==> config.mk <==
export PLATFORM = sky130hd
export DESIGN_NAME = vcbhp_top
export DESIGN_NICKNAME = d
export VERILOG_FILES = /design/src/vcbhp_pkg.sv /design/src/vcbhp_sync3.sv /design/src/vcbhp_top.sv
export SDC_FILE = /design/constraint.sdc
export NUM_CORES = 1
export LEC_CHECK = 0
export BUFFER_PORTS_ARGS = -buffer_cell sky130_fd_sc_hd__buf_2
export CORE_ASPECT_RATIO = 0.5
export CORE_UTILIZATION = 30
export DETAILED_ROUTE_END_ITERATION = 10
export GPL_TIMING_DRIVEN = 0
export PLACE_DENSITY = 0.5
export RECOVER_POWER = 50
export REMOVE_ABC_BUFFERS = 1
export SYNTH_ARGS = -nofsm -noshare
export SYNTH_HDL_FRONTEND = slang
export SYNTH_SLANG_ARGS = --single-unit
==> constraint.sdc <==
create_clock -name clk -period 27.8 [get_ports clk]
set_clock_uncertainty 0.2 [all_clocks]
set_input_delay 0 -clock clk [delete_from_list [all_inputs] [get_ports clk]]
set_output_delay 0 -clock clk [all_outputs]
set_load 0.01 [all_outputs]
==> src/vcbhp_pkg.sv <==
// command-block host port: register map, field positions and timing
// assumes a 100 MHz board clock and a byte-wide slave data path
package vcbhp_pkg;

    // ------------------------------------------------------------
    // register offsets (byte addresses); index is offset bits 3:1
    // ------------------------------------------------------------
    localparam logic [3:0] OFS_ADDR0 = 4'h1;
    localparam logic [3:0] OFS_ADDR3 = 4'h7;
    localparam logic [3:0] OFS_AM    = 4'h9;
    localparam logic [3:0] OFS_CSR   = 4'hb;
    localparam logic [3:0] OFS_FATAL = 4'hd;

    // ------------------------------------------------------------
    // control (write) and status (read) bit positions
    // ------------------------------------------------------------
    localparam int CSR_CRST = 3;
    localparam int CSR_ADD  = 2;
    localparam int CSR_CLRD = 1;
    localparam int STS_BUSY = 7;
    localparam int STS_FERR = 6;
    localparam int STS_PEND = 2;
    localparam int STS_DONE = 1;

    // ------------------------------------------------------------
    // decode, arbitration and block constants
    // ------------------------------------------------------------
    localparam logic [5:0]  AM_SHORT_SUP = 6'h2d;
    localparam logic [5:0]  AM_SHORT_USR = 6'h29;
    localparam logic [15:0] DEF_BASE     = 16'heec0;
    localparam logic [11:0] DEF_BASE_INS = ~DEF_BASE[15:4];
    localparam logic [1:0]  DEF_BR_LEVEL = 2'h3;
    localparam int          NUM_LEVELS   = 4;
    localparam logic [5:0]  BLOCK_BYTES  = 6'h24;
    localparam logic        RATE_4MHZ    = 1'b0;

    // ------------------------------------------------------------
    // timing
    // ------------------------------------------------------------
    localparam int CLK_NS         = 10;
    localparam int YELLOW_NS      = 100_000_000;
    localparam int YELLOW_CYC_DEF = YELLOW_NS / CLK_NS;

    typedef enum logic {SL_IDLE, SL_ACK} vcbhp_slave_t;

endpackage : vcbhp_pkg

==> src/vcbhp_sync3.sv <==
// three-stage input synchroniser, one lane per bit
// assumes inputs are asynchronous pins; output moves once stages agree
`timescale 1ns/100ps
module vcbhp_sync3 #(
    parameter int               WIDTH     = 1,
    parameter logic [WIDTH-1:0] RESET_VAL = '0
) (
    input  wire logic             clk,     // board clock
    input  wire logic             rst_n,   // synchronous-release reset
    input  wire logic [WIDTH-1:0] pin_i,   // raw pins
    output logic      [WIDTH-1:0] sync_o   // filtered copy
);
    logic [WIDTH-1:0] s1_q;
    logic [WIDTH-1:0] s2_q;
    logic [WIDTH-1:0] s3_q;

    genvar g;
    generate
        for (g = 0; g < WIDTH; g++) begin : g_lane
            logic out_d;
            always_comb begin
                out_d = (s2_q[g] == s3_q[g]) ? s3_q[g] : sync_o[g];
            end
            always_ff @(posedge clk or negedge rst_n) begin
                if (!rst_n) begin
                    s1_q[g]   <= RESET_VAL[g];
                    s2_q[g]   <= RESET_VAL[g];
                    s3_q[g]   <= RESET_VAL[g];
                    sync_o[g] <= RESET_VAL[g];
                end else begin
                    s1_q[g]   <= pin_i[g];
                    s2_q[g]   <= s1_q[g];
                    s3_q[g]   <= s2_q[g];
                    sync_o[g] <= out_d;
                end
            end
        end
    endgenerate

endmodule : vcbhp_sync3

==> src/vcbhp_top.sv <==
// command-block host port: A16 slave registers, add/done handshake,
// bus request and grant daisy chain, rate option and status lamps
// assumes an engine on the same clock does DMA and block execution
//
// How it works
// - every command block moved to or from host memory is 36 bytes
// - seven byte registers; word access drives and samples only low byte
// - order: four address bytes, modifier, control/status, fatal error
// - device captures address, clears add flag, fetches and runs block
// - on finish, status updated, block written back, done flag set
// - while done flag set, address registers read the completed address
// - adds accepted whenever add flag clear, even while still busy
// - inserted option needs line low, removed option needs line high
// - address bits 1 to 3 pick the register
// - answer modifier 2DH, and 29H only when enabled; base EEC0
// - request on exactly one of four levels, wait for its grant
// - grant on a level not requested passes to grant out
// - default request level is 3
// - rate option caps SCSI at 4 or 5 MHz, default 4
// - green lamp on while work is in progress
// - yellow lamp brief at power-up, stays on for fatal or self-test
`timescale 1ns/100ps
module vcbhp_top import vcbhp_pkg::*; #(
    parameter int unsigned YELLOW_CYCLES = YELLOW_CYC_DEF,
    parameter logic [1:0]  BR_LEVEL      = DEF_BR_LEVEL
) (
    input  wire logic        clk,            // board clock
    input  wire logic        reset_n,        // power-up reset
    input  wire logic [15:1] vme_addr,       // slave address
    input  wire logic [5:0]  vme_am,         // address modifier
    input  wire logic        vme_as_n,       // address strobe
    input  wire logic        vme_ds_n,       // low byte data strobe
    input  wire logic        vme_write_n,    // low = write
    input  wire logic [7:0]  vme_data_i,     // data lines in
    output logic      [7:0]  vme_data_o,     // data lines out
    output logic             vme_data_oe_n,  // low while driving data
    output logic             vme_dtack_n,    // acknowledge level
    output logic             vme_dtack_oe_n, // low while driving ack
    input  wire logic [11:0] base_opt_ins,   // 1 = option inserted
    input  wire logic        am29_en,        // accept 29H too
    input  wire logic        scsi_rate_opt,  // 1 = 5 MHz option
    input  wire logic [3:0]  bg_in_n,        // grant in chain
    output logic      [3:0]  bg_out_n,       // grant out chain
    output logic      [3:0]  br_n,           // bus requests
    output logic             cmd_valid,      // queued block ready
    output logic      [31:0] cmd_addr,       // queued block address
    output logic      [7:0]  cmd_am,         // queued block modifier
    output logic      [5:0]  cmd_bytes,      // block length to fetch
    input  wire logic        cmd_ready,      // engine takes block
    input  wire logic        done_valid,     // engine finished block
    input  wire logic [31:0] done_addr,      // finished block address
    input  wire logic [7:0]  done_am,        // finished block modifier
    output logic             done_ready,     // done slot free
    input  wire logic        engine_busy,    // engine has work
    input  wire logic        fatal_valid,    // fatal event
    input  wire logic [7:0]  fatal_code,     // fatal cause
    input  wire logic        selftest_fail,  // self-test failed
    output logic             ctl_reset,      // soft reset pulse
    input  wire logic        dma_req,        // engine wants bus
    output logic             dma_grant,      // bus is ours
    output logic             scsi_rate_5mhz, // 1 = 5 MHz cap
    output logic             led_green,      // activity lamp
    output logic             led_yellow      // fault lamp
);
    localparam logic [2:0] IDX_ADDR0 = OFS_ADDR0[3:1];
    localparam logic [2:0] IDX_ADDR3 = OFS_ADDR3[3:1];
    localparam logic [2:0] IDX_AM    = OFS_AM[3:1];
    localparam logic [2:0] IDX_CSR   = OFS_CSR[3:1];
    localparam logic [2:0] IDX_FATAL = OFS_FATAL[3:1];
    localparam logic [1:0] PASS_LVL  = BR_LEVEL + 2'h1;

    // ------------------------------------------------------------
    // reset release and input synchronisers
    // ------------------------------------------------------------
    logic rst_s1_q;
    logic rst_n_q;
    always_ff @(posedge clk or negedge reset_n) begin
        if (!reset_n) begin
            rst_s1_q <= 1'b0;
            rst_n_q  <= 1'b0;
        end else begin
            rst_s1_q <= 1'b1;
            rst_n_q  <= rst_s1_q;
        end
    end

    logic [31:0] bus_s;
    logic [17:0] opt_s;
    vcbhp_sync3 #(.WIDTH(32), .RESET_VAL(32'he000_0000)) u_bus_sync (
        .clk    (clk),
        .rst_n  (rst_n_q),
        .pin_i  ({vme_as_n, vme_ds_n, vme_write_n, vme_am, vme_addr, vme_data_i}),
        .sync_o (bus_s)
    );
    vcbhp_sync3 #(.WIDTH(18), .RESET_VAL({DEF_BASE_INS, 2'h0, 4'hf})) u_opt_sync (
        .clk    (clk),
        .rst_n  (rst_n_q),
        .pin_i  ({base_opt_ins, am29_en, scsi_rate_opt, bg_in_n}),
        .sync_o (opt_s)
    );

    logic        s_as_n;
    logic        s_ds_n;
    logic        s_write_n;
    logic [5:0]  s_am;
    logic [15:1] s_addr;
    logic [7:0]  s_data;
    logic [11:0] s_ins;
    logic        s_am29;
    logic        s_rate;
    logic [3:0]  s_bg_in_n;
    assign {s_as_n, s_ds_n, s_write_n, s_am, s_addr, s_data} = bus_s;
    assign {s_ins, s_am29, s_rate, s_bg_in_n} = opt_s;

    // ------------------------------------------------------------
    // slave decode
    // ------------------------------------------------------------
    logic       base_hit;
    logic       am_hit;
    logic       cyc;
    logic [2:0] idx;
    assign base_hit = &(s_addr[15:4] ^ s_ins);
    assign am_hit   = (s_am == AM_SHORT_SUP) || (s_am29 && s_am == AM_SHORT_USR);
    assign cyc      = !s_as_n && !s_ds_n && base_hit && am_hit;
    assign idx      = s_addr[3:1];

    // ------------------------------------------------------------
    // slave and register state
    // ------------------------------------------------------------
    vcbhp_slave_t sl_q, sl_d;
    logic [31:0] addr_wr_q, addr_wr_d;
    logic [7:0]  am_wr_q, am_wr_d;
    logic        pend_q, pend_d;
    logic [31:0] cmd_addr_d;
    logic [7:0]  cmd_am_d;
    logic [5:0]  cmd_bytes_d;
    logic        done_q, done_d;
    logic [31:0] done_addr_q, done_addr_d;
    logic [7:0]  done_am_q, done_am_d;
    logic        done_ready_d;
    logic        ferr_q, ferr_d;
    logic [7:0]  fcode_q, fcode_d;
    logic        busy_q, busy_d;
    logic        ctl_reset_d;
    logic [7:0]  rd_val;
    logic [7:0]  data_o_d;
    logic        data_oe_n_d;
    logic        dtack_n_d;

    // completed address shadows the written one while done is up
    always_comb begin
        rd_val = 8'h00;
        if (idx <= IDX_ADDR3) begin
            rd_val = done_q ? done_addr_q[8*idx +: 8] : addr_wr_q[8*idx +: 8];
        end else if (idx == IDX_AM) begin
            rd_val = done_q ? done_am_q : am_wr_q;
        end else if (idx == IDX_CSR) begin
            rd_val = 8'h00;
            rd_val[STS_BUSY] = busy_q;
            rd_val[STS_FERR] = ferr_q;
            rd_val[STS_PEND] = pend_q;
            rd_val[STS_DONE] = done_q;
        end else if (idx == IDX_FATAL) begin
            rd_val = fcode_q;
        end
    end

    always_comb begin
        sl_d         = sl_q;
        addr_wr_d    = addr_wr_q;
        am_wr_d      = am_wr_q;
        pend_d       = pend_q;
        cmd_addr_d   = cmd_addr;
        cmd_am_d     = cmd_am;
        cmd_bytes_d  = cmd_bytes;
        done_d       = done_q;
        done_addr_d  = done_addr_q;
        done_am_d    = done_am_q;
        ferr_d       = ferr_q;
        fcode_d      = fcode_q;
        ctl_reset_d  = 1'b0;
        data_o_d     = vme_data_o;
        data_oe_n_d  = vme_data_oe_n;
        dtack_n_d    = vme_dtack_n;
        // engine takes the queued block; add flag drops
        if (pend_q && cmd_ready) begin
            pend_d = 1'b0;
        end
        case (sl_q)
            SL_IDLE: begin
                if (cyc) begin
                    sl_d      = SL_ACK;
                    dtack_n_d = 1'b0;
                    if (s_write_n) begin
                        data_o_d    = rd_val;
                        data_oe_n_d = 1'b0;
                    end else if (idx <= IDX_ADDR3) begin
                        addr_wr_d[8*idx +: 8] = s_data;
                    end else if (idx == IDX_AM) begin
                        am_wr_d = s_data;
                    end else if (idx == IDX_CSR) begin
                        if (s_data[CSR_CRST]) begin
                            // pending block dropped, done cleared; a done_valid in the same cycle sets done only if done was already clear
                            pend_d      = 1'b0;
                            done_d      = 1'b0;
                            ferr_d      = 1'b0;
                            fcode_d     = 8'h00;
                            ctl_reset_d = 1'b1;
                        end else begin
                            // second add while pending is ignored
                            if (s_data[CSR_ADD] && !pend_q) begin
                                pend_d      = 1'b1;
                                cmd_addr_d  = addr_wr_q;
                                cmd_am_d    = am_wr_q;
                                cmd_bytes_d = BLOCK_BYTES;
                            end
                            if (s_data[CSR_CLRD] && done_q) begin
                                done_d = 1'b0;
                            end
                        end
                    end
                end
            end
            SL_ACK: begin
                if (s_ds_n || s_as_n) begin
                    sl_d        = SL_IDLE;
                    dtack_n_d   = 1'b1;
                    data_oe_n_d = 1'b1;
                end
            end
            default: sl_d = SL_IDLE;
        endcase
        // completion waits while the slot is full, so none is lost
        if (done_valid && !done_q) begin
            done_d      = 1'b1;
            done_addr_d = done_addr;
            done_am_d   = done_am;
        end
        if (fatal_valid) begin
            ferr_d  = 1'b1;
            fcode_d = fatal_code;
        end
        done_ready_d = !done_d;
        busy_d       = engine_busy || pend_q;
    end

    always_ff @(posedge clk or negedge rst_n_q) begin
        if (!rst_n_q) begin
            sl_q           <= SL_IDLE;
            addr_wr_q      <= 32'h0000_0000;
            am_wr_q        <= 8'h00;
            pend_q         <= 1'b0;
            cmd_addr       <= 32'h0000_0000;
            cmd_am         <= 8'h00;
            cmd_bytes      <= 6'h00;
            done_q         <= 1'b0;
            done_addr_q    <= 32'h0000_0000;
            done_am_q      <= 8'h00;
            done_ready     <= 1'b0;
            ferr_q         <= 1'b0;
            fcode_q        <= 8'h00;
            busy_q         <= 1'b0;
            ctl_reset      <= 1'b0;
            vme_data_o     <= 8'h00;
            vme_data_oe_n  <= 1'b1;
            vme_dtack_n    <= 1'b1;
            vme_dtack_oe_n <= 1'b1;
        end else begin
            sl_q           <= sl_d;
            addr_wr_q      <= addr_wr_d;
            am_wr_q        <= am_wr_d;
            pend_q         <= pend_d;
            cmd_addr       <= cmd_addr_d;
            cmd_am         <= cmd_am_d;
            cmd_bytes      <= cmd_bytes_d;
            done_q         <= done_d;
            done_addr_q    <= done_addr_d;
            done_am_q      <= done_am_d;
            done_ready     <= done_ready_d;
            ferr_q         <= ferr_d;
            fcode_q        <= fcode_d;
            busy_q         <= busy_d;
            ctl_reset      <= ctl_reset_d;
            vme_data_o     <= data_o_d;
            vme_data_oe_n  <= data_oe_n_d;
            vme_dtack_n    <= dtack_n_d;
            vme_dtack_oe_n <= dtack_n_d;
        end
    end
    assign cmd_valid = pend_q;

    // ------------------------------------------------------------
    // arbitration: one request level, grant daisy chain
    // ------------------------------------------------------------
    logic [3:0] br_n_d;
    logic [3:0] bg_out_n_d;
    logic       own_d;
    always_comb begin
        br_n_d = 4'hf;
        br_n_d[BR_LEVEL] = !(dma_req && !dma_grant);
        own_d = dma_req && (dma_grant || !s_bg_in_n[BR_LEVEL]);
        for (int i = 0; i < NUM_LEVELS; i++) begin
            // own level blocked only while we want or hold the bus
            if (i == int'(BR_LEVEL) && (dma_req || dma_grant)) begin
                bg_out_n_d[i] = 1'b1;
            end else begin
                bg_out_n_d[i] = s_bg_in_n[i];
            end
        end
    end

    always_ff @(posedge clk or negedge rst_n_q) begin
        if (!rst_n_q) begin
            br_n      <= 4'hf;
            bg_out_n  <= 4'hf;
            dma_grant <= 1'b0;
        end else begin
            br_n      <= br_n_d;
            bg_out_n  <= bg_out_n_d;
            dma_grant <= own_d;
        end
    end

    // ------------------------------------------------------------
    // lamps and rate option
    // ------------------------------------------------------------
    logic [31:0] lamp_cnt_q, lamp_cnt_d;
    logic        yellow_d;
    always_comb begin
        lamp_cnt_d = (lamp_cnt_q == YELLOW_CYCLES) ? lamp_cnt_q : lamp_cnt_q + 32'h1;
        yellow_d   = (lamp_cnt_q != YELLOW_CYCLES) || ferr_q || selftest_fail;
    end

    always_ff @(posedge clk or negedge rst_n_q) begin
        if (!rst_n_q) begin
            lamp_cnt_q     <= 32'h0;
            led_yellow     <= 1'b1;
            led_green      <= 1'b0;
            scsi_rate_5mhz <= RATE_4MHZ;
        end else begin
            lamp_cnt_q     <= lamp_cnt_d;
            led_yellow     <= yellow_d;
            led_green      <= busy_q;
            scsi_rate_5mhz <= s_rate;
        end
    end

    // same decode as s_done_clr, as a plain level so it can be negated
    logic clr_wr;
    assign clr_wr = sl_q == SL_IDLE && cyc && !s_write_n && idx == IDX_CSR
        && (s_data[CSR_CLRD] || s_data[CSR_CRST]);
endmodule : vcbhp_top

==> summary.md <==
| Metric | Value |
|---|---|
| Status | `complete, but fails checks` |
| Failing checks | `max-capacitance violations, max-slew violations` |
| Num rows | `55` |
| Setup CP Type | `register to asynchronous set/reset pin` |
| Slack of the worst reg-to-reg path | `19890 ps` |
| Met2 usage | `0.240` |
| Top cells by area, synth | `dfrtp_1 59%, dfstp_2 9.6%, mux2_2 9.5%, maj3_1 3.5%, mux4_2 2.5%` |
| Initial antenna violation count | `0` |
| CTS sink count | `389` |
| Tcrit/Tclk final | `0.285` |
| RSZ-0062 raised after global routing | `false` |
| Final GP Congestion | `0.770` |
| DRC | `0` |
| M1 GR Usage | `0.175` |
| Cells after Synth | `901` |
| Die ar. | `48300 um^2` |
| Placeable core area | `46000 um^2` |
| Slew headroom | `-1.59` |
| First-pass GRT wire length | `52300 um` |
| Detailed-route via count | `8430` |
| Fin crit period | `7910 ps` |
| Post-Syn Area | `14200 um^2` |
| Largest net degree at the start of global routing | `79` |
| Slew @ Worst Pin | `3880 ps` |
| Cts repair resizes | `0` |
| CTS buffer count | `38` |
| # H-tree levels | `2` |
| N_diodes | `0` |
| Layout area overhead | `32.9%` |
| Crit end category | `asynchronous set/reset pin` |
| Post-DP HPWL | `21100 um` |
| Crit-path max FO | `69` |
| Root Buffer | `clkbuf_16` |
| GRT busiest layer | `met2` |
| Clock Tree Buf Depth | `3` |
| Final Slew Violations | `174` |
| Yosys warns | `0` |
| End of the critical path | `lamp_cnt_q[24]` |
| Placed Area | `15900 um^2` |
| Post-Place Worst Slack | `23330 ps` |
| HP Class | `primary input to register` |
| Detailed Routing Iterations Pass 1 | `4` |
| Arr. time, crit path | `7430 ps` |
| Vias in the first global route | `9426` |
| Nets | `1395` |
| Port Buf Inserts | `170` |
| Reg-to-reg critical path endpoint | `lamp_cnt_q[24]` |
| Ports | `178` |
| Initial core utilization | `0.309` |
| Detailed Route WL | `32200 um` |
| Fraction of registers with async set/reset | `1.00` |
| Via/cell ratio | `4.35` |
| Top-area cell type share of the netlist area | `0.593` |
| Reg-to-Reg Start | `rst_n_q` |
| Fmax | `126 MHz` |
| Clk slew on worst S/H paths | `60 ps` |
| Die W | `310 um` |
| Design area | `18900 um^2` |
| Main synth FF type | `dfrtp_1` |
| IR drop worst, VDD | `33.4 uV` |
| Setup-failing EPs final | `0` |
| Sequential share of the synthesized area | `0.689` |
| Initial DRC Count | `419` |
| Power per cell area | `64.0 nW/um^2` |
| Synth cell types | `60` |
| Worst setup margin | `19890 ps` |
| Leak | `8.35 nW` |
| Post CTS Setup Buffer Count | `0` |
| Max Cap Violations | `3` |
| Total gr overflow | `0` |
| Crit path launch | `rst_n_q` |
| Fin Setup TNS | `0 ps` |
| Worst r2r path cells | `2` |
| Post-route ant nets | `0` |
| Final core occ | `0.411` |
| Number of flops mapped to enable cells by yosys | `0` |
| Syn avg cell area | `15.8 um^2` |
| Layout cells sized above 1 | `0.284` |
| Met3 Use GR | `0.0258` |
| CTS tree | `built` |
| Kind of start point of the critical path | `register` |
| Crit path required time | `27320 ps` |
| Chip height | `156 um` |
| Worst hold stages | `3` |
| Routed WL per cell | `16.6 um` |
| Cell taking the most area after synthesis | `dfrtp_1` |
| Synthesized flop and latch total | `389` |
| GRT Overall Usage | `0.138` |
| Fin. Hold Viols | `0` |
| Clock latency on the worst-skew pair | `530 ps` |
[kinds of logic (layout without fill, tap and decap cells)]
group,count (synthesis),in the layout,share of synthesized area
DFF,389,389,0.689
muxes,166,166,0.145
and+or+nand+nor,160,160,0.0644
adders and majority gates,58,58,0.0422
buffers and inverters,55,457,0.0184
xor gates and xnor gates,42,42,0.0259
AOI/OAI and AO/OA,29,29,0.0153
other,2,8,0.000528
[state kept, by name, summed over array words and instances (netlist names), 4 cells and up]
register	count
cmd_addr	32
am_wr_q	8
fcode_q	8
u_opt_sync.sync_o	18
u_bus_sync.s3_q	32
done_am_q	8
u_opt_sync.s2_q	18
done_addr_q	32
u_bus_sync.sync_o	32
lamp_cnt_q	32
u_bus_sync.s2_q	32
cmd_am	8
bg_out_n	4
u_opt_sync.s3_q	18
addr_wr_q	32
u_opt_sync.s1_q	18
u_bus_sync.s1_q	32
vme_data_o	8
[worst max-delay path: stages, from the launching register on]
cell and delay [ps]:
dfrtp_1 1350, clkbuf_1 2620, clkbuf_1 2880
[power by group]
part | leakage, nW | total [mW] | internal, mW | switching [mW]
clock network | 0.598 | 0.505 | 0.289 | 0.216
registers | 4.77 | 0.616 | 0.597 | 0.0197
logic | 2.98 | 0.0886 | 0.0513 | 0.0373
total | 8.35 | 1.21 | 0.937 | 0.273
[what timing repair did]
item | 4_1_cts | 5_1_grt
hold buffers | 188 | 0
endpoints found under the hold margin | 107 | 0
setup endpoints to repair | 0 | 0
[layout by cell type, fill, tap and decap left out, types with 18 or more instances in the layout]
cell type      netlist  final
inv_1               18     18
maj3_1              50     50
clkbuf_16            0     39
nand2_1             40     40
mux2i_1             19     19
nand3_1             19     19
xor2_1              20     20
dfstp_2             52     38
nor2_1              26     26
dlygate4sd3_1        0    188
clkbuf_1            18     75
buf_2                5    105
mux2_2             120    120
dfrtp_1            337    336
xnor2_1             22     22
[how the worst min path moves through the flow]
stage	end	slack, ps	startpoint
after floorplan	rst_n_q	-500	reset_n
after global placement	rst_s1_q	-420	reset_n
after detailed placement	rst_s1_q	-410	reset_n
after CTS	done_addr_q[29]	10	done_addr[29]
after global routing	done_addr_q[29]	30	done_addr[29]
final	done_addr_q[29]	30	done_addr[29]
[layer usage]
layer	vias up	share of wire	wire [um]
li1	3913	-	-
met1	4366	0.44	14000
met2	107	0.51	16500
met3	44	0.031	1000
met4	0	0.020	654
met5	-	0	0
[synthesized netlist by cell type, types with 2 or more instances]
library cell    n
buf_6           2
inv_1          18
dfrtp_1       337
ha_1            8
nor2_1         26
a22oi_1         3
o21ai_0         3
maj3_1         50
a31oi_1         3
o22a_1          2
mux2i_1        19
mux4_2         16
conb_1          2
nor2b_1         7
buf_1           2
nand2b_1        4
nand4_1         9
buf_2           5
xor2_1         20
mux2_1          3
clkbuf_1       18
buf_4           9
nand2_1        40
nand3_1        19
nor3b_1         3
a21oi_1         3
nand3b_1        2
a2bb2oi_1       3
a22o_1          2
or2_2           4
xnor2_1        22
mux2_4          8
and4_1          2
a221oi_1        5
and3_1          2
nor4b_1         4
nor4bb_1        2
or3_1           3
mux2_2        120
dfstp_2        52
nor4_4          2
nor3_1          6
or4_1           4
nor4_1         11
[per-stage QoR]
step | total power [mW] | hold WS, ps | cells
after floorplan | 0.662 | -496 | 871
after global placement | 0.689 | -415 | 1668
after detailed placement | 0.694 | -410 | 1680
after CTS | 1.23 | 11.0 | 1936
after global routing | 1.27 | 26.4 | 1936
final | 1.21 | 31.9 | 1936
[area by class of cell]
class,count,area [um^2]
Clock buffer,55,1120
Clock inverter,13,101
Fill cell,4321,27100
Inverter,19,71.3
Multi-Input combinational cell,463,4200
Sequential cell,389,9800
Tap cell,627,785
Timing Repair Buffer,370,2840
Power figures use the tool's default switching activity.
